--- config.mk ---
export PLATFORM = sky130hd
export DESIGN_NAME = reference_clock_output_divider
export DESIGN_NICKNAME = d
export VERILOG_FILES = /design/src/refout_pkg.sv /design/src/reference_clock_output_divider.sv /design/src/refout_pow2_div.sv /design/src/refout_sync.sv
export SDC_FILE = /design/constraint.sdc
export NUM_CORES = 1
export LEC_CHECK = 0
export BUFFER_PORTS_ARGS = -buffer_cell sky130_fd_sc_hd__buf_2
export CORE_UTILIZATION = 59
export CTS_BUF_LIST = sky130_fd_sc_hd__clkbuf_8
export DETAILED_ROUTE_END_ITERATION = 8
export PLACE_DENSITY = 0.9
export SYNTH_ARGS = -nofsm -noshare
export SYNTH_HDL_FRONTEND = slang
export SYNTH_HIERARCHICAL = 1
export SYNTH_SLANG_ARGS = --single-unit
--- constraint.sdc ---
create_clock -name clk_sys_i -period 3.4 [get_ports clk_sys_i]
set_input_delay 0.68 -clock clk_sys_i [delete_from_list [all_inputs] [get_ports clk_sys_i]]
set_output_delay 0.68 -clock clk_sys_i [all_outputs]
set_load 0.01 [all_outputs]
--- src/refout_pkg.sv ---
package refout_pkg;
  localparam int          DATA_W          = 16;
  localparam int          ADDR_W          = 4;
  localparam logic [3:0]  ADDR_CONTROL    = 4'h0;
  localparam logic [3:0]  ADDR_STATUS     = 4'h1;
  localparam logic [3:0]  ADDR_PIN_SEL    = 4'h2;
  localparam logic [3:0]  ADDR_DOZE       = 4'h3;
  localparam int          BIT_ENABLE      = 15;
  localparam int          BIT_RUN_SLEEP   = 13;
  localparam int          BIT_SRC_SEL     = 12;
  localparam int          DIV_LSB         = 8;
  localparam int          DIV_W           = 4;
  localparam int          DIV_CNT_W       = 15;
  localparam int          PIN_COUNT       = 4;
  localparam int          PIN_SEL_W       = 2;
  localparam int          DOZE_W          = 3;
  localparam logic [15:0] CONTROL_RESET   = 16'h0000;
  localparam logic [15:0] CONTROL_WMASK   = 16'hBF00;
  localparam logic [15:0] ZERO16          = 16'h0000;
endpackage

--- src/reference_clock_output_divider.sv ---
// Operation
// - Enable bit drives divided clock onto pin
// - Divider field selects power-of-two division
// - CPU equals peripheral clock unless doze
// - Output routed to selectable remappable pin
`timescale 1ns/1ns
module reference_clock_output_divider (
  input  wire logic                                 clk_sys_i,
  input  wire logic                                 rst_i,
  input  wire logic [refout_pkg::ADDR_W-1:0]        addr_i,
  input  wire logic [refout_pkg::DATA_W-1:0]        wdata_i,
  input  wire logic                                 wr_i,
  input  wire logic                                 rd_i,
  output logic      [refout_pkg::DATA_W-1:0]        rdata_o,
  input  wire logic                                 crystal_clk_i,
  input  wire logic                                 internal_clk_i,
  input  wire logic                                 sleep_i,
  output logic                                      peripheral_clock_o,
  output logic                                      cpu_instruction_clock_o,
  output logic      [refout_pkg::PIN_COUNT-1:0]     reference_clock_out_pin_o,
  output logic      [refout_pkg::PIN_COUNT-1:0]     reference_clock_out_pin_oe_n_o
);
  logic [refout_pkg::DATA_W-1:0]    control_reg;
  logic [refout_pkg::PIN_SEL_W-1:0] pin_sel_reg;
  logic [refout_pkg::DOZE_W-1:0]    doze_reg;
  logic [2**refout_pkg::DOZE_W-1:0] doze_cnt_reg;
  logic [2**refout_pkg::DOZE_W-1:0] doze_cnt_next;
  logic                             doze_wrap;
  logic                             crystal_lvl;
  logic                             internal_lvl;
  logic                             crystal_q_reg;
  logic                             internal_q_reg;
  logic                             crystal_tick;
  logic                             internal_tick;
  logic                             src_tick;
  logic                             refout_enable;
  logic                             refout_run_in_sleep;
  logic                             refout_source_select;
  logic [refout_pkg::DIV_W-1:0]     refout_divider;
  logic                             run;
  logic                             div_clk;
  logic                             sel_control;
  logic                             sel_pin;
  logic                             sel_doze;
  logic                             sel_status;
  logic [refout_pkg::DATA_W-1:0]    rd_mux;
  logic [refout_pkg::PIN_COUNT-1:0] pin_hit;

  assign refout_enable        = control_reg[refout_pkg::BIT_ENABLE];
  assign refout_run_in_sleep  = control_reg[refout_pkg::BIT_RUN_SLEEP];
  assign refout_source_select = control_reg[refout_pkg::BIT_SRC_SEL];
  assign refout_divider       = control_reg[refout_pkg::DIV_LSB +: refout_pkg::DIV_W];

  refout_sync u_sync_crystal (
    .clk_sys_i (clk_sys_i),
    .rst_i     (rst_i),
    .async_i   (crystal_clk_i),
    .level_o   (crystal_lvl)
  );

  refout_sync u_sync_internal (
    .clk_sys_i (clk_sys_i),
    .rst_i     (rst_i),
    .async_i   (internal_clk_i),
    .level_o   (internal_lvl)
  );

  always_ff @(posedge clk_sys_i) begin
    if (rst_i) begin
      crystal_q_reg  <= 1'b0;
      internal_q_reg <= 1'b0;
    end else begin
      crystal_q_reg  <= crystal_lvl;
      internal_q_reg <= internal_lvl;
    end
  end

  // Rising edges of the sampled sources become one-cycle ticks
  assign crystal_tick  = crystal_lvl & ~crystal_q_reg;
  assign internal_tick = internal_lvl & ~internal_q_reg;
  assign src_tick      = refout_source_select ? crystal_tick : internal_tick;

  // Sleep stops the output unless run-in-sleep is set
  assign run = refout_enable && (!sleep_i || refout_run_in_sleep);

  refout_pow2_div u_div (
    .clk_sys_i  (clk_sys_i),
    .rst_i      (rst_i),
    .run_i      (run),
    .src_tick_i (src_tick),
    .div_i      (refout_divider),
    .clk_o      (div_clk)
  );

  // Only the selected pin is driven; the rest stay released
  genvar g;
  generate
    for (g = 0; g < refout_pkg::PIN_COUNT; g++) begin : g_pin
      assign pin_hit[g] = run && (pin_sel_reg == (refout_pkg::PIN_SEL_W)'(g));
    end
  endgenerate

  always_ff @(posedge clk_sys_i) begin
    if (rst_i) begin
      reference_clock_out_pin_o      <= '0;
      reference_clock_out_pin_oe_n_o <= '1;
    end else begin
      reference_clock_out_pin_o      <= pin_hit & {refout_pkg::PIN_COUNT{div_clk}};
      reference_clock_out_pin_oe_n_o <= ~pin_hit;
    end
  end

  // Doze: CPU enable every 2**doze peripheral cycles, peripheral runs each cycle
  assign doze_wrap     = (doze_cnt_reg >= ((2**refout_pkg::DOZE_W)'(1) << doze_reg) - 1'b1);
  assign doze_cnt_next = doze_wrap ? '0 : doze_cnt_reg + 1'b1;

  always_ff @(posedge clk_sys_i) begin
    if (rst_i) begin
      doze_cnt_reg <= '0;
    end else begin
      doze_cnt_reg <= doze_cnt_next;
    end
  end

  assign peripheral_clock_o      = 1'b1;
  assign cpu_instruction_clock_o = (doze_reg == '0) ? 1'b1 : doze_wrap;

  assign sel_control = (addr_i == refout_pkg::ADDR_CONTROL);
  assign sel_status  = (addr_i == refout_pkg::ADDR_STATUS);
  assign sel_pin     = (addr_i == refout_pkg::ADDR_PIN_SEL);
  assign sel_doze    = (addr_i == refout_pkg::ADDR_DOZE);

  // Divider writes while enabled are not blocked; software must clear enable first
  always_ff @(posedge clk_sys_i) begin
    if (rst_i) begin
      control_reg <= refout_pkg::CONTROL_RESET;
      pin_sel_reg <= '0;
      doze_reg    <= '0;
    end else if (wr_i) begin
      if (sel_control) begin
        control_reg <= wdata_i & refout_pkg::CONTROL_WMASK;
      end
      if (sel_pin) begin
        pin_sel_reg <= wdata_i[refout_pkg::PIN_SEL_W-1:0];
      end
      if (sel_doze) begin
        doze_reg <= wdata_i[refout_pkg::DOZE_W-1:0];
      end
    end
  end

  assign rd_mux = sel_control ? control_reg :
                  sel_status  ? {14'h0000, div_clk, run} :
                  sel_pin     ? {14'h0000, pin_sel_reg} :
                  sel_doze    ? {13'h0000, doze_reg} :
                  refout_pkg::ZERO16;

  always_ff @(posedge clk_sys_i) begin
    if (rst_i) begin
      rdata_o <= refout_pkg::ZERO16;
    end else if (rd_i) begin
      rdata_o <= rd_mux;
    end else begin
      rdata_o <= refout_pkg::ZERO16;
    end
  end

  property p_enable_oe;
    @(posedge clk_sys_i) disable iff (rst_i)
      !refout_enable |=> &reference_clock_out_pin_oe_n_o;
  endproperty
  a_enable_oe: assert property (p_enable_oe) else $error("pin driven while disabled");

  property p_sleep_off;
    @(posedge clk_sys_i) disable iff (rst_i)
      (sleep_i && !refout_run_in_sleep) |=> &reference_clock_out_pin_oe_n_o;
  endproperty
  a_sleep_off: assert property (p_sleep_off) else $error("pin driven in sleep");

  property p_one_pin;
    @(posedge clk_sys_i) disable iff (rst_i)
      run |=> !reference_clock_out_pin_oe_n_o[$past(pin_sel_reg)];
  endproperty
  a_one_pin: assert property (p_one_pin) else $error("selected pin not driven");

  property p_div_one;
    @(posedge clk_sys_i) disable iff (rst_i)
      (run && refout_divider == '0 && $stable(refout_divider)) |=> (div_clk == $past(src_tick));
  endproperty
  a_div_one: assert property (p_div_one) else $error("undivided path wrong");

  property p_src;
    @(posedge clk_sys_i) disable iff (rst_i)
      (run && refout_divider == '0 && refout_source_select && crystal_tick) |=> div_clk;
  endproperty
  a_src: assert property (p_src) else $error("crystal source not used");

  property p_doze;
    @(posedge clk_sys_i) disable iff (rst_i)
      (doze_reg == '0) |-> cpu_instruction_clock_o == peripheral_clock_o;
  endproperty
  a_doze: assert property (p_doze) else $error("cpu clock differs without doze");

  property p_reset_idle;
    @(posedge clk_sys_i)
      rst_i |=> (&reference_clock_out_pin_oe_n_o && reference_clock_out_pin_o == '0 &&
                 rdata_o == refout_pkg::ZERO16);
  endproperty
  a_reset_idle: assert property (p_reset_idle) else $error("outputs not idle after reset");

  property p_pin_data;
    @(posedge clk_sys_i) disable iff (rst_i)
      run |=> (reference_clock_out_pin_o[$past(pin_sel_reg)] == $past(div_clk));
  endproperty
  a_pin_data: assert property (p_pin_data) else $error("pin data differs from divider");

  property p_released_low;
    @(posedge clk_sys_i) disable iff (rst_i)
      (reference_clock_out_pin_o & reference_clock_out_pin_oe_n_o) == '0;
  endproperty
  a_released_low: assert property (p_released_low) else $error("released pin carries data");

  property p_one_oe;
    @(posedge clk_sys_i) disable iff (rst_i)
      $countones(~reference_clock_out_pin_oe_n_o) <= 1;
  endproperty
  a_one_oe: assert property (p_one_oe) else $error("more than one pin driven");

  property p_sleep_run;
    @(posedge clk_sys_i) disable iff (rst_i)
      (refout_enable && sleep_i && refout_run_in_sleep) |=> !reference_clock_out_pin_oe_n_o[$past(pin_sel_reg)];
  endproperty
  a_sleep_run: assert property (p_sleep_run) else $error("pin stopped in sleep");

  property p_stopped_low;
    @(posedge clk_sys_i) disable iff (rst_i)
      !run |=> !div_clk;
  endproperty
  a_stopped_low: assert property (p_stopped_low) else $error("divider runs while stopped");

  property p_div_hold;
    @(posedge clk_sys_i) disable iff (rst_i)
      (run && refout_divider != '0 && !src_tick) |=> $stable(div_clk);
  endproperty
  a_div_hold: assert property (p_div_hold) else $error("divided clock moved without tick");

  property p_div_two;
    @(posedge clk_sys_i) disable iff (rst_i)
      (run && refout_divider == (refout_pkg::DIV_W)'(1) && src_tick) |=> (div_clk != $past(div_clk));
  endproperty
  a_div_two: assert property (p_div_two) else $error("divide by two did not toggle");

  property p_src_internal;
    @(posedge clk_sys_i) disable iff (rst_i)
      (run && refout_divider == '0 && !refout_source_select && internal_tick) |=> div_clk;
  endproperty
  a_src_internal: assert property (p_src_internal) else $error("internal source not used");

  property p_src_ignored;
    @(posedge clk_sys_i) disable iff (rst_i)
      (run && refout_divider == '0 && refout_source_select && !crystal_tick) |=> !div_clk;
  endproperty
  a_src_ignored: assert property (p_src_ignored) else $error("unselected source leaks");

  property p_cpu_ratio;
    @(posedge clk_sys_i) disable iff (rst_i)
      (cpu_instruction_clock_o && doze_reg != '0) |=> (!cpu_instruction_clock_o || doze_reg != $past(doze_reg));
  endproperty
  a_cpu_ratio: assert property (p_cpu_ratio) else $error("cpu enable too fast in doze");

  property p_doze_half;
    @(posedge clk_sys_i) disable iff (rst_i)
      (doze_reg == (refout_pkg::DOZE_W)'(1) && !cpu_instruction_clock_o) |=>
        (cpu_instruction_clock_o || doze_reg != (refout_pkg::DOZE_W)'(1));
  endproperty
  a_doze_half: assert property (p_doze_half) else $error("cpu enable missing at half rate");

  property p_read_idle;
    @(posedge clk_sys_i) disable iff (rst_i)
      !rd_i |=> (rdata_o == refout_pkg::ZERO16);
  endproperty
  a_read_idle: assert property (p_read_idle) else $error("read data outside read cycle");

  property p_read_ctrl;
    @(posedge clk_sys_i) disable iff (rst_i)
      (rd_i && sel_control) |=> (rdata_o == $past(control_reg));
  endproperty
  a_read_ctrl: assert property (p_read_ctrl) else $error("control read data wrong");

  property p_status_run;
    @(posedge clk_sys_i) disable iff (rst_i)
      (rd_i && sel_status) |=> (rdata_o[0] == $past(run));
  endproperty
  a_status_run: assert property (p_status_run) else $error("status run bit wrong");

  property p_write_pin;
    @(posedge clk_sys_i) disable iff (rst_i)
      (wr_i && sel_pin) |=> (pin_sel_reg == $past(wdata_i[refout_pkg::PIN_SEL_W-1:0]));
  endproperty
  a_write_pin: assert property (p_write_pin) else $error("pin select write lost");

  property p_write_doze;
    @(posedge clk_sys_i) disable iff (rst_i)
      (wr_i && sel_doze) |=> (doze_reg == $past(wdata_i[refout_pkg::DOZE_W-1:0]));
  endproperty
  a_write_doze: assert property (p_write_doze) else $error("doze write lost");

  property p_unmapped;
    @(posedge clk_sys_i) disable iff (rst_i)
      (rd_i && !(sel_control || sel_status || sel_pin || sel_doze)) |=> (rdata_o == refout_pkg::ZERO16);
  endproperty
  a_unmapped: assert property (p_unmapped) else $error("unmapped read not zero");

  property p_reserved_zero;
    @(posedge clk_sys_i) disable iff (rst_i)
      (control_reg & ~refout_pkg::CONTROL_WMASK) == refout_pkg::ZERO16;
  endproperty
  a_reserved_zero: assert property (p_reserved_zero) else $error("reserved control bit set");
endmodule // reference_clock_output_divider

--- src/refout_pow2_div.sv ---
`timescale 1ns/1ns
module refout_pow2_div (
  input  wire logic                            clk_sys_i,
  input  wire logic                            rst_i,
  input  wire logic                            run_i,
  input  wire logic                            src_tick_i,
  input  wire logic [refout_pkg::DIV_W-1:0]    div_i,
  output logic                                 clk_o
);
  logic [refout_pkg::DIV_CNT_W-1:0] cnt_reg;
  logic [refout_pkg::DIV_CNT_W-1:0] cnt_next;
  logic                             half_done;
  logic [refout_pkg::DIV_CNT_W:0]   half_len;

  // Divide by 2**div: toggle every 2**(div-1) source ticks, code 0 passes the source
  assign half_len  = (refout_pkg::DIV_CNT_W+1)'(1) << (div_i - 1'b1);
  assign half_done = ({1'b0, cnt_reg} + (refout_pkg::DIV_CNT_W+1)'(1)) >= half_len;
  assign cnt_next  = half_done ? '0 : cnt_reg + 1'b1;

  always_ff @(posedge clk_sys_i) begin
    if (rst_i || !run_i) begin
      cnt_reg <= '0;
      clk_o   <= 1'b0;
    end else if (div_i == '0) begin
      clk_o <= src_tick_i;
    end else if (src_tick_i) begin
      cnt_reg <= cnt_next;
      if (half_done) begin
        clk_o <= ~clk_o;
      end
    end
  end
endmodule // refout_pow2_div

--- src/refout_sync.sv ---
`timescale 1ns/1ns
module refout_sync (
  input  wire logic clk_sys_i,
  input  wire logic rst_i,
  input  wire logic async_i,
  output logic      level_o
);
  logic s1_reg;
  logic s2_reg;
  logic s3_reg;

  // Level changes only once the second and third stages agree
  always_ff @(posedge clk_sys_i) begin
    if (rst_i) begin
      s1_reg  <= 1'b0;
      s2_reg  <= 1'b0;
      s3_reg  <= 1'b0;
      level_o <= 1'b0;
    end else begin
      s1_reg <= async_i;
      s2_reg <= s1_reg;
      s3_reg <= s2_reg;
      if (s2_reg == s3_reg) begin
        level_o <= s3_reg;
      end
    end
  end
endmodule // refout_sync
Yosys cells after proc, flatten, opt, wreduce, memory -nomap -nowiden. Index checks and enable logic that the tools add are counted.

Register bits: 70. Bits in latches: 0. Bits in writable memories: 0. Bits in read-only memories: 0. Input port bits: 27. Logic and storage cells: 84. Memories: 0.

$add $sub $neg: 5. Multiply operators: 0. Div/mod/pow operators: 0. Order comparisons: 2. Equality and inequality tests: 8. Shift-type cells: 2. Muxes and demuxes: 10. Bitwise operators: 10. Reduce and logical (&&, ||, !) cells: 25.

Operators by type and width (number): $add A15 B1 Y16 const B (1); $ge A16 B16 Y1 (1); $mux W16 (1); $shl A1 B4 Y16 const A (1); $add A15 B1 Y15 const B (1); $mux W15 (1); $reduce_and A2 Y1 (5); $mux W3 (3); $add A8 B1 Y8 const B (1); $eq A4 B2 Y1 const B (2); $ge A8 B8 Y1 (1); $logic_not A4 Y1 (2); $shl A1 B3 Y8 const A (1); $sub A8 B1 Y8 const B (1); $not A1 Y1 (6); $reduce_or A6 Y1 (1); $logic_and A1 B1 Y1 (5); $mux W1 (5); $reduce_or A5 Y1 (1); $and A4 B4 Y4 (1); $eq A2 B2 Y1 const B (2); $eq A4 B1 Y1 const B (1); $not A4 Y4 (1); $reduce_bool A2 Y1 (2); 10 further kinds (15).

Logic depth before layout (Yosys ltp). Gate-level depths: netlist of the first run.

Depth after elaboration: 6. Gate-level depth with buffers: 14. Depth with buffers taken out: 13.

Hierarchy. The synthesis of the first run kept the hierarchy.

Modules (own cells, without submodules): reference_clock_output_divider (times used 1, cells an instance 193, area each 1788.0 um^2, seq. area each 800.8 um^2); refout_pow2_div (times used 1, cells an instance 199, area each 1510.2 um^2, seq. area each 320.3 um^2); refout_sync (times used 2, cells an instance 10, area each 112.6 um^2, seq. area each 80.1 um^2).

Worst setup path before layout of the first run. Ideal clock, no wire load.

Kind: register -> output. From: register doze_reg[0] (netlist name). To: output cpu_instruction_clock_o. Data arrival time: 2.308 ns. Data required time: 2.720 ns. Setup slack: 0.412 ns. Cell stages (with the launch flop): 12. Path buffers: 2. Cells stage by stage: dfxtp_1 > buf_2 > or3_1 > ha_1 > clkbuf_1 > nor3_1 > a21oi_1 > o21a_1 > ha_1 > nand2_1 > a211o_1 > o21bai_1.

Cells in the longest elaborated chain, start to end: 4.

RTL lines: start: declaration (line reference_clock_output_divider.sv:25) `logic [refout_pkg::DOZE_W-1:0] doze_reg;`; start signal: assignment (line reference_clock_output_divider.sv:147) `doze_reg <= wdata_i[refout_pkg::DOZE_W-1:0];`; $shl A1 B3 Y8 (line reference_clock_output_divider.sv:114) `assign doze_wrap = (doze_cnt_reg >= ((2**refout_pkg::DOZE_W)'(1) << doze_reg) - 1'b1);`; $sub A8 B1 Y8 (line reference_clock_output_divider.sv:114); $ge A8 B8 Y1 (line reference_clock_output_divider.sv:114); $mux W1 * (line reference_clock_output_divider.sv:126) `assign cpu_instruction_clock_o = (doze_reg == '0) ? 1'b1 : doze_wrap;`; end: declaration (line reference_clock_output_divider.sv:19) `output logic cpu_instruction_clock_o,`.

Mark *: on every way between the ends. The rest lies on a longest branch, timed or not.

Worst setup path after layout of the first run. Ends and elaborated chain as after synthesis.

==> summary.md, run 1 <==
| Metric | Value |
|---|---|
| Setup TNS | 0 ns |
| Die H | 79.3 µm |
| Cell Count Post-Placement | 509 |
| Avg WL per Cell | 14.4 µm |
| Final hold violation count | 0 |
| Area after DPL | 3690 µm² |
| Most frequent cells in the layout | 61 x dfxtp_1, 46 x nand2_1, 39 x buf_2, 33 x nor2_1, 33 x nand3_1 |
| Max FFs per register | 15 |
| Max-cap violations | 0 |
| Post-synthesis instance total | 412 |
| Post-synthesis sequential area ratio | 36.4% |
| Post-route DRC | 0 |
| Proportion of netlist area held by the largest area contributor | 36.4% |
| Cells on worst reg2reg path | 14 |
| Worst Tran Pin Value | 0.847 ns |
| Vias/cell | 5.82 |
| FF-to-FF End | u_div/clk_o |
| Hold path endpoint | u_sync_crystal/s2_reg |
| Largest net degree at the start of global routing | 27 |
| Setup CP Type | flop to output port |
| Number of global-route vias before repair | 2,826 |
| Net Sw Frac | 23.5% |
| Routed via count | 3,072 |
| RR Startpoint | u_div/cnt_reg[0] |
| Clk sinks | 64 |
| RD Place Congestion | 0.846 |
| Row Count | 27 |
| Share of post-route cells with drive strength above 1 | 18.4% |
| Num CTS Buffers | 9 |
| Min-delay src | u_sync_crystal/s1_reg |
| Post-Route Utilization | 70.4% |
| Setup violators final | 0 |
| Lkg Pwr | 1.58 nW |
| Crit path cell chain | or3_4, ha_4, nor3_1, a21oi_1, o21a_1, ha_1, nand2_1, a211o_1, o21bai_1, buf_2 |
| Clock Latency Late Sink | 0.34 ns |
| Fmax | 307 MHz |
| Filler cells | 404 |
| Initial antenna violation count | 0 |
| Reg2reg setup slack | 0.23 ns |
| CP top delay family | compound AO/OA/AOI/OAI gates |
| First-pass GRT wire length | 12,700 µm |
| CP peak stage delay | 0.41 ns |
| Pins Over Slew Limit | 0 |
| Combinational Power Share | 5.3% |
| Final HPWL DP | 5120 µm |
| Post-synth cell types | 53 |
| Max_slew headroom | 43.5% |
| Int Pwr | 1.20 mW |
| Synth Cell Area | 3520 µm² |
| Post-synth ARST share | 0% |
| Avg Cell Area, Syn | 8.55 µm² |
| Most common cell after layout, fill and taps aside | dfxtp_1 |
| NetSw | 0.369 mW |
| Area of the core | 5640 µm² |
| Layout Cells excl Fill | 528 |
| Req. time, crit path | 2.72 ns |
| Die area | 6280 µm² |
| Fin crit period | 3.26 ns |
| GRT Resource Usage Total | 26.0% |
| Diode count | 0 |
| Routed WL | 7590 µm |
| Drt pass-1 iters | 4 |
| Fin nets | 505 |
| Pwr/cell area | 396 nW/µm² |
| Die Width | 79.3 µm |
| # IOs | 53 |
| CTS root buf | clkbuf_8 |
| Synth Warn # | 6 |
| Main synth FF type | dfxtp_1 |
| Reg power frac | 48.8% |
| Hold Path Depth | 1 |
| Clock Path Buffers | 2 |
| Number of flops mapped to enable cells by yosys | 0 |
| Crit path max-delay cell type | or3_4 |
| Critical path buffers and inverters | 1 |
| Clock Skews | 0.00921 ns |
| Initial drt markers | 265 |
| Critical path arrival | 2.58 ns |
| Starting density of the core | 62.5% |
| Worst vdd ir | 0.393 mV |
| Area Growth Syn to Fin | 12.7% |
| CP Launch Type | flop |
| Leading area contributor after synthesis | dfxtp_1 |
| CTS tree | done |
| Clock transition at path regs | 0.08 ns |
| Yosys reg bits | 64 |
| Area of the multi-input gates | 2070 µm² |
| Grt ovf | 0 |
| Final ANT Viol Nets | 0 |
| CP Launch Point | doze_reg[0] |
| H-tree level count | 3 |
| Synth area leaders | dfxtp_1 36%, ha_1 9.6%, nand2_1 4.9% |
| Seq. cell area | 1280 µm² |
| Final Cycle Share | 95.8% |
| Crit Path Max Fanout | 8 |
| Clock group share of total power | 45.9% |
| Outcome | complete, no violations |
| Final Instance Area | 3970 µm² |
| Port bufs | 39 |
| Min-delay worst type | flop to flop |
| CP Capture Type | output port |
| RSZ-0062 raised after global routing | false |
## cells in the mapped netlist (2+ instances only)
library cell / count
dfxtp_1: 64
nand2_1: 46
nand3_1: 33
nor2_1: 33
a21oi_1: 29
ha_1: 27
nor2b_1: 17
inv_1: 13
xor2_1: 13
nand4_1: 10
buf_4: 9
nor3_1: 9
o211ai_1: 9
and2_1: 8
xnor2_1: 8
and3_1: 7
clkbuf_1: 6
a31oi_1: 5
mux2i_1: 5
o21ai_0: 5
nor3b_1: 4
buf_2: 3
buf_6: 3
nand3b_1: 3
o21ai_1: 3
a211o_1: 2
a211oi_1: 2
a22oi_1: 2
clkbuf_8: 2
conb_1: 2
mux2_2: 2
nand2b_1: 2
nor3_2: 2
nor4_1: 2
nor4_4: 2
o21a_1: 2
or3_1: 2
## cell type report
cell class / count / area share [%]
flip-flops and latches: 64 / 32.3
inverters: 14 / 1.32
well taps: 72 / 2.27
clock buffers: 9 / 3.12
clock inverters: 7 / 2.39
multi-input cells: 317 / 52.2
repair buffers: 45 / 6.36
## metal layers
metal / vias to the layer above / global-route usage, % / part of all wire, %
met2: 109 / 44.7 / 50
met3: 15 / 6.32 / 6.1
met5: - / 0 / 0
met1: 1439 / 30.8 / 42
met4: 0 / 10.4 / 1.9
li1: 1509 / - / -
## power groups by stage
stage | Clock [mW] | Sequential (mW) | Combinational, mW
2_1_floorplan | 0 | 0.781 | 0.0652
3_3_place_gp | 0 | 0.785 | 0.0773
3_5_place_dp | 0 | 0.785 | 0.0806
4_1_cts | 0.734 | 0.768 | 0.0818
5_1_grt | 0.765 | 0.769 | 0.0939
6_report | 0.722 | 0.768 | 0.0838
## repair_timing
item | 4_1_cts | 5_1_grt
setup endpoints to repair | 2 | 13
setup buffers | 3 | 0
pin swaps | 1 | 1
hold buffers | 0 | 0
hold endpoints to repair | 0 | 0
gates resized for setup | 1 | 7
## worst register-to-register path, cell delays in order, from the launching register on
cell,delay [ns]
dfxtp_1,0.36
ha_1,0.24
and3_4,0.24
nand3_2,0.17
nor2_1,0.14
nand2_1,0.08
xor2_1,0.20
inv_1,0.07
ha_1,0.28
nand4_1,0.16
nor3_1,0.41
nor4_4,0.11
buf_4,0.18
a211o_1,0.29
a31oi_1,0.15
## how the worst max path moves through the flow
stage | end | slack, ns | cells past startpoint
finish | cpu_instruction_clock_o | 0.14 | 10
global route | cpu_instruction_clock_o | 0.02 | 10
CTS | cpu_instruction_clock_o | 0.03 | 10
detailed placement | u_div/cnt_reg[9] | 0.02 | 12
global placement | u_div/cnt_reg[9] | 0.21 | 12
floorplan | cpu_instruction_clock_o | 0.41 | 11
## metrics by stage
stage	power, mW	hold slack (ns)	worst slack, ns
after floorplan	0.846	0.414	0.412
after global placement	0.862	0.420	0.207
after detailed placement	0.866	0.426	0.0228
after CTS	1.58	0.444	0.0260
after global routing	1.63	0.461	0.0172
final	1.57	0.440	0.141
## cell families after synthesis
group                      share of synthesized area [%]
buffers and inverters                               6.21
AOI/OAI and AO/OA                                   12.1
xor gates and xnor gates                            5.22
DFF                                                 36.4
and+or+nand+nor                                     28.2
muxes                                               2.06
other                                              0.213
adders and majority gates                           9.59
No activity file was read; power rests on OpenSTA's default activity.
==> run 2: changes to the inputs <==
==> constraint.sdc (replaced) <==
create_clock -name clk_sys_i -period 3 [get_ports clk_sys_i]
set_input_delay 0.6 -clock clk_sys_i [delete_from_list [all_inputs] [get_ports clk_sys_i]]
set_output_delay 0.6 -clock clk_sys_i [all_outputs]
set_load 0.01 [all_outputs]
==> run 2 against run 1 <==
The flow now finishes with violations (setup timing); critical path depth shrank 1; combinational power grew 30%; clock power shrank 6.2%; final cell count grew 3.8%; critical endpoint unchanged; wire length grew 10%; sequential share of layout area shrank 1.5 points; die area is the same.
==> summary.md, run 2 (same netlist as run 1, synthesis figures left out) <==
| Metric | Value |
|---|---|
| Outcome | complete, but fails checks |
| Failing checks | setup timing |
| Share of post-route cells with drive strength above 1 | 24.6% (+6.2 points) |
| FF-to-FF End | u_div/cnt_reg[1] |
| Min-delay worst type | flop to flop |
| Routed via count | 3,218 (+4.8%) |
| Critical path arrival | 2.55 ns (-0.03 ns) |
| Avg WL per Cell | 15.2 µm (+6.1%) |
| Row Count | 27 (unchanged) |
| Clock Skews | 0.0137 ns (+0.00448 ns) |
| Req. time, crit path | 2.40 ns (-0.32 ns) |
| Fin nets | 525 (+4.0%) |
| Max_slew headroom | 41.1% (-2.4 points) |
| Pre-CTS setup slack | -0.0748 ns (-0.0976 ns) |
| H-tree level count | 3 (unchanged) |
| GRT Resource Usage Total | 27.7% (+1.7 points) |
| CTS root buf | clkbuf_8 |
| Min-delay src | u_sync_crystal/s1_reg |
| Area of the core | 5640 µm² (unchanged) |
| Max-cap violations | 0 (unchanged) |
| Num CTS Buffers | 9 (unchanged) |
| Diode count | 0 (unchanged) |
| Initial drt markers | 401 (+51%) |
| Vias/cell | 5.87 (+0.93%) |
| Pins Over Slew Limit | 0 (unchanged) |
| Reg2reg setup slack | 0.13 ns (-0.10 ns) |
| # IOs | 53 (unchanged) |
| Grt ovf | 0 (unchanged) |
| Clock Latency Late Sink | 0.35 ns (about the same) |
| Die H | 79.3 µm (unchanged) |
| Final Instance Area | 4170 µm² (+4.9%) |
| Post-Route Utilization | 73.9% (+3.5 points) |
| Setup violators final | 1 (+1) |
| Most frequent cells in the layout | 61 x dfxtp_1, 45 x nand2_1, 39 x buf_2, 33 x nand3_1, 32 x nor2_1 |
| CP Launch Type | flop |
| Number of global-route vias before repair | 3,064 (+8.4%) |
| Final hold slack | 0.445 ns (+0.00458 ns) |
| Clock transition at path regs | 0.08 ns (about the same) |
| CTS tree | done |
| Area Growth Syn to Fin | 18.3% |
| Pwr/cell area | 397 nW/µm² (+0.11%) |
| RSZ-0062 raised after global routing | true |
| Final ANT Viol Nets | 0 (unchanged) |
| Clock Path Buffers | 2 (unchanged) |
| Starting density of the core | 62.5% (unchanged) |
| Post-route DRC | 0 (unchanged) |
| Fin crit period | 3.15 ns |
| Final Cycle Share | 105% |
| Worst vdd ir | 0.403 mV (+2.7%) |
| Fmax | 317 MHz |
| M1 WL | 3340 µm (+5.9%) |
| Hold path endpoint | u_sync_crystal/s2_reg |
| First-pass GRT wire length | 13,600 µm (+6.7%) |
| Crit Path Max Fanout | 5 (-3) |
| Drt pass-1 iters | 5 (+1) |
| RD Place Congestion | 0.843 (-0.32%) |
| Initial antenna violation count | 0 (unchanged) |
| Final hold violation count | 0 (unchanged) |
| Port bufs | 39 (unchanged) |
| WL met3 | 439 µm (-5.4%) |
| Largest net degree at the start of global routing | 27 (unchanged) |
| CP Capture Type | output port |
| Die Width | 79.3 µm (unchanged) |
| DR top layer | met4 |
| Max FFs per register | 15 (unchanged) |
| Area after DPL | 3790 µm² (+2.9%) |
| Final HPWL DP | 5380 µm (+5.1%) |
| Filler cells | 382 (-5.4%) |
| Setup CP Type | flop to output port |
| Lkg Pwr | 1.66 nW (+5.2%) |
| Met2 wire length | 4410 µm (+15%) |
| Cells on worst reg2reg path | 13 (-1) |
| Die area | 6280 µm² (unchanged) |
| Routed WL | 8360 µm (+10%) |
| Most common cell after layout, fill and taps aside | dfxtp_1 |
| Hold Path Depth | 1 (unchanged) |
| Worst Tran Pin Value | 0.881 ns (+0.0338 ns) |
| Setup slack after layout | -0.154 ns (-0.295 ns) |
| RR Startpoint | u_div/cnt_reg[2] |
| Clk sinks | 64 (unchanged) |
==> run 2: area by class of cell <==
type	count	area, µm²	area share (%)
flip-flops and latches	64	1290	30.9
clock buffers	10	138	3.30
repair buffers	65	394	9.45
clock inverters	6	43.8	1.05
multi-input cells	317	2160	51.9
well taps	72	90.1	2.16
inverters	14	52.6	1.26
==> run 2: worst max path at each step <==
stage | start | cells past startpoint | to | slack (ns)
2_1_floorplan | doze_reg[0] | 11 | cpu_instruction_clock_o | 0.09
3_3_place_gp | u_div/cnt_reg[2] | 12 | u_div/cnt_reg[6] | 0.05
3_5_place_dp | u_div/cnt_reg[2] | 12 | u_div/cnt_reg[5] | -0.07
4_1_cts | doze_reg[0] | 10 | cpu_instruction_clock_o | -0.11
5_1_grt | doze_reg[1] | 12 | cpu_instruction_clock_o | -0.23
6_report | doze_reg[2] | 9 | cpu_instruction_clock_o | -0.15
==> run 2: where the power goes <==
part           internal, mW  leakage, nW  switching (mW)
Clock                 0.325       0.0926           0.352
Combinational        0.0470         1.05          0.0622
Sequential            0.858        0.519          0.0105
==> run 2: worst max-delay path: stages (launching register included) <==
cell and delay, ns:
dfxtp_1 0.31, or3_4 0.41, ha_4 0.20, buf_4 0.13, xor2_1 0.17, ha_1 0.28
o21ai_0 0.07, a211o_1 0.33, o21bai_1 0.15, buf_2 0.15
==> run 2: repair_timing <==
| item | in CTS | in global routing |
|---|---|---|
| hold buffers | 0 | 0 |
| pin swaps | 5 | 13 |
| setup endpoints to repair | 13 | 17 |
| endpoints found under the hold margin | 0 | 0 |
| setup buffers | 6 | 3 |
| gates resized for setup | 6 | 22 |
==> run 2: per-layer routing <==
layer  up-vias  global-route usage [%]
met2       112                    48.7
met5         -                       0
li1       1542                       -
met4         0                    11.6
met3        18                    7.13
met1      1546                    31.5
==> run 2: through the flow <==
step | setup TNS [ns] | std cells | power (mW)
final | -0.154 | 548 | 1.65
after global routing | -0.675 | 548 | 1.73
after CTS | -0.112 | 545 | 1.66
after detailed placement | -0.495 | 523 | 0.984
after global placement | 0 | 523 | 0.979
after floorplan | 0 | 418 | 0.959
==> run 3: changes to the inputs <==
--- a/config.mk
+++ b/config.mk
@@ -8,8 +8,11 @@
 export BUFFER_PORTS_ARGS = -buffer_cell sky130_fd_sc_hd__buf_2
 export CORE_UTILIZATION = 59
 export CTS_BUF_LIST = sky130_fd_sc_hd__clkbuf_8
+export CTS_CLUSTER_SIZE = 30
 export DETAILED_ROUTE_END_ITERATION = 8
+export MAX_ROUTING_LAYER = met4
 export PLACE_DENSITY = 0.9
+export SLEW_MARGIN = 20
 export SYNTH_ARGS = -nofsm -noshare
 export SYNTH_HDL_FRONTEND = slang
 export SYNTH_HIERARCHICAL = 1
==> run 3 against run 2 <==
Utilization grew 0.13 points; final area grew 0.18%; the run still ends with setup timing left; die area is the same; highest routed layer unchanged; combinational power is essentially flat; power grew 10%.
==> summary.md, run 3 (same netlist as run 1, synthesis figures left out) <==
| Metric | Value |
|---|---|
| Die Width | 79.3 µm (unchanged) |
| Lkg Pwr | 1.68 nW (+0.85%) |
| Fin crit period | 3.15 ns (-0.00381 ns) |
| Final Cycle Share | 105% (-0.13 points) |
| Drt pass-1 iters | 6 (+1) |
| Final HPWL DP | 5690 µm (+5.9%) |
| Fin nets | 522 (-0.57%) |
| CP peak stage delay | 0.41 ns (about the same) |
| Routed via count | 3,194 (-0.75%) |
| Routed WL | 8370 µm (+0.20%) |
| Layout Cells excl Fill | 545 (-0.55%) |
| Reg power frac | 47.7% (-4.8 points) |
| Pwr/cell area | 436 nW/µm² (+10%) |
| Diode count | 0 (unchanged) |
| Fmax | 317 MHz (+0.12%) |
| Clock Path Buffers | 2 (unchanged) |
| Vias/cell | 5.86 (-0.20%) |
| Total power | 1.82 mW (+10%) |
| H-tree level count | 3 (unchanged) |
| # IOs | 53 (unchanged) |
| Max-cap violations | 0 (unchanged) |
| Setup slack after layout | -0.150 ns (+0.00381 ns) |
| Cell Count Post-Placement | 523 (unchanged) |
| CTS root buf | clkbuf_8 |
| Die area | 6280 µm² (unchanged) |
| Num CTS Buffers | 9 (unchanged) |
| Number of global-route vias before repair | 3,094 (+0.98%) |
| Int Pwr | 1.38 mW (+12%) |
| Crit path cell chain | or3_4, ha_4, nor3_2, a21oi_1, o21a_1, ha_1, nand2_1, a211o_1, o21bai_1, buf_2 |
| Clock Latency Late Sink | 0.35 ns (about the same) |
| Min-delay worst type | flop to flop |
| Max FFs per register | 15 (unchanged) |
| NetSw | 0.441 mW (+4.0%) |
| Clock Skews | 0.0145 ns (+0.000759 ns) |
| Clk sinks | 64 (unchanged) |
| Most frequent cells in the layout | 59 x dfxtp_1, 45 x nand2_1, 39 x buf_2, 32 x nand3_1, 31 x nor2_1 |
| Worst vdd ir | 0.434 mV (+7.5%) |
| Critical path buffers and inverters | 1 (-1) |
| Grt ovf | 0 (unchanged) |
| CP Capture Type | output port |
| Final ANT Viol Nets | 0 (unchanged) |
| Setup CP Type | flop to output port |
| RD Place Congestion | 0.877 (+4.0%) |
| Setup TNS | -0.150 ns (+0.00381 ns) |
| Crit Path Max Fanout | 4 (-1) |
| Req. time, crit path | 2.40 ns (about the same) |
| Max_slew headroom | 49.6% (+8.5 points) |
| Area of the core | 5640 µm² (unchanged) |
| Setup violators final | 1 (unchanged) |
| Worst Tran Pin Value | 0.754 ns (-0.127 ns) |
| Failing checks | setup timing |
| Row Count | 27 (unchanged) |
| Initial antenna violation count | 0 (unchanged) |
| RSZ-0062 raised after global routing | true |
| CTS tree | done |
| Final hold violation count | 0 (unchanged) |
| CP top delay family | compound AO/OA/AOI/OAI gates |
| Post-route DRC | 0 (unchanged) |
| Port bufs | 39 (unchanged) |
| Net Sw Frac | 24.2% (-1.5 points) |
| GRT Resource Usage Total | 29.0% (+1.3 points) |
| Share of post-route cells with drive strength above 1 | 24.3% (-0.27 points) |
| Largest net degree at the start of global routing | 27 (unchanged) |
| Critical path arrival | 2.55 ns (about the same) |
| Outcome | complete, but fails checks |
| First-pass GRT wire length | 13,700 µm (+0.86%) |
| CP Launch Type | flop |
| Starting density of the core | 62.5% (unchanged) |
| Die H | 79.3 µm (unchanged) |
| Initial drt markers | 270 (-33%) |
| Combinational Power Share | 6.1% (-0.5 points) |
| Clock group share of total power | 46.3% (+5.4 points) |
| Most common cell after layout, fill and taps aside | dfxtp_1 |
| Clock transition at path regs | 0.08 ns (about the same) |
| Pins Over Slew Limit | 0 (unchanged) |
| Crit path max-delay cell type | or3_4 |
| Area Growth Syn to Fin | 18.5% |
| Avg WL per Cell | 15.4 µm (+0.76%) |
==> run 3: cell types whose count changed in the layout (fill, tap and decap cells not counted), moves of 2 or more <==
cell,before,now
bufinv_16,0,2
dfxtp_2,2,5
inv_6,1,3
buf_4,25,20
dfxtp_1,61,59
==> run 3: cell type report <==
class / count / area (µm²)
clock inverter: 7 / 100
clock buffer: 9 / 124
fill: 386 / 1470
tap: 72 / 90.1
multi-input combinational: 317 / 2130
timing repair buffer: 62 / 388
sequential: 64 / 1290
inverter: 14 / 52.6
==> run 3: worst reg2reg max path, delay by kind of cell, from the launching register on <==
family                   cells  cell delay, ns
XOR/XNOR                     1            0.19
flip-flops                   1            0.36
AND/OR/NAND/NOR              7            1.08
buffers and inverters        2            0.23
adder cells (fa/ha/maj)      2            0.47
AO/OA/AOI/OAI                2            0.45
==> run 3: repair_timing <==
item | 4_1_cts | 5_1_grt
resized for setup | 7 | 20
endpoints found under the setup margin | 13 | 17
buffers inserted | 4 | 2
pin swaps | 8 | 11
hold endpoints to repair | 0 | 0
hold buffers | 0 | 0
==> run 3: layer usage <==
| metal | up-vias | track usage [%] | part of all wire (%) |
|---|---|---|---|
| met2 | 122 | 49.7 | 51 |
| li1 | 1552 | - | - |
| met1 | 1488 | 31.2 | 41 |
| met3 | 32 | 6.78 | 5.5 |
| met5 | - | - | 0 |
| met4 | 0 | 14.7 | 3.0 |
==> run 3: power groups by stage <==
stage,clock [mW],sequential (mW),combinational [mW]
2_1_floorplan,0,0.886,0.0738
3_3_place_gp,0,0.888,0.0918
3_5_place_dp,0,0.889,0.0968
4_1_cts,0.853,0.869,0.104
5_1_grt,0.897,0.871,0.120
6_report,0.843,0.869,0.110
==> run 3: per-stage QoR <==
| stage | setup slack, ns | hold slack [ns] | instance area, µm² | utilization (%) |
|---|---|---|---|---|
| detailed placement | -0.0303 | 0.433 | 3800 | 67.4 |
| global placement | 0.0574 | 0.417 | 3800 | 67.4 |
| global route | -0.203 | 0.462 | 4180 | 74.0 |
| floorplan | 0.0921 | 0.414 | 3550 | - |
| CTS | -0.0857 | 0.449 | 4090 | 72.4 |
| finish | -0.150 | 0.452 | 4180 | 74.0 |
==> run 3: worst paths after layout <==
kind	start	end	slack, ns	cells past startpoint
max	doze_reg[0]	cpu_instruction_clock_o	-0.15	10
min	u_sync_crystal/s1_reg	u_sync_crystal/s2_reg	0.45	1
max reg2reg	u_div/cnt_reg[0]	u_div/clk_o	0.12	14
min reg2reg	u_sync_crystal/s1_reg	u_sync_crystal/s2_reg	0.45	1
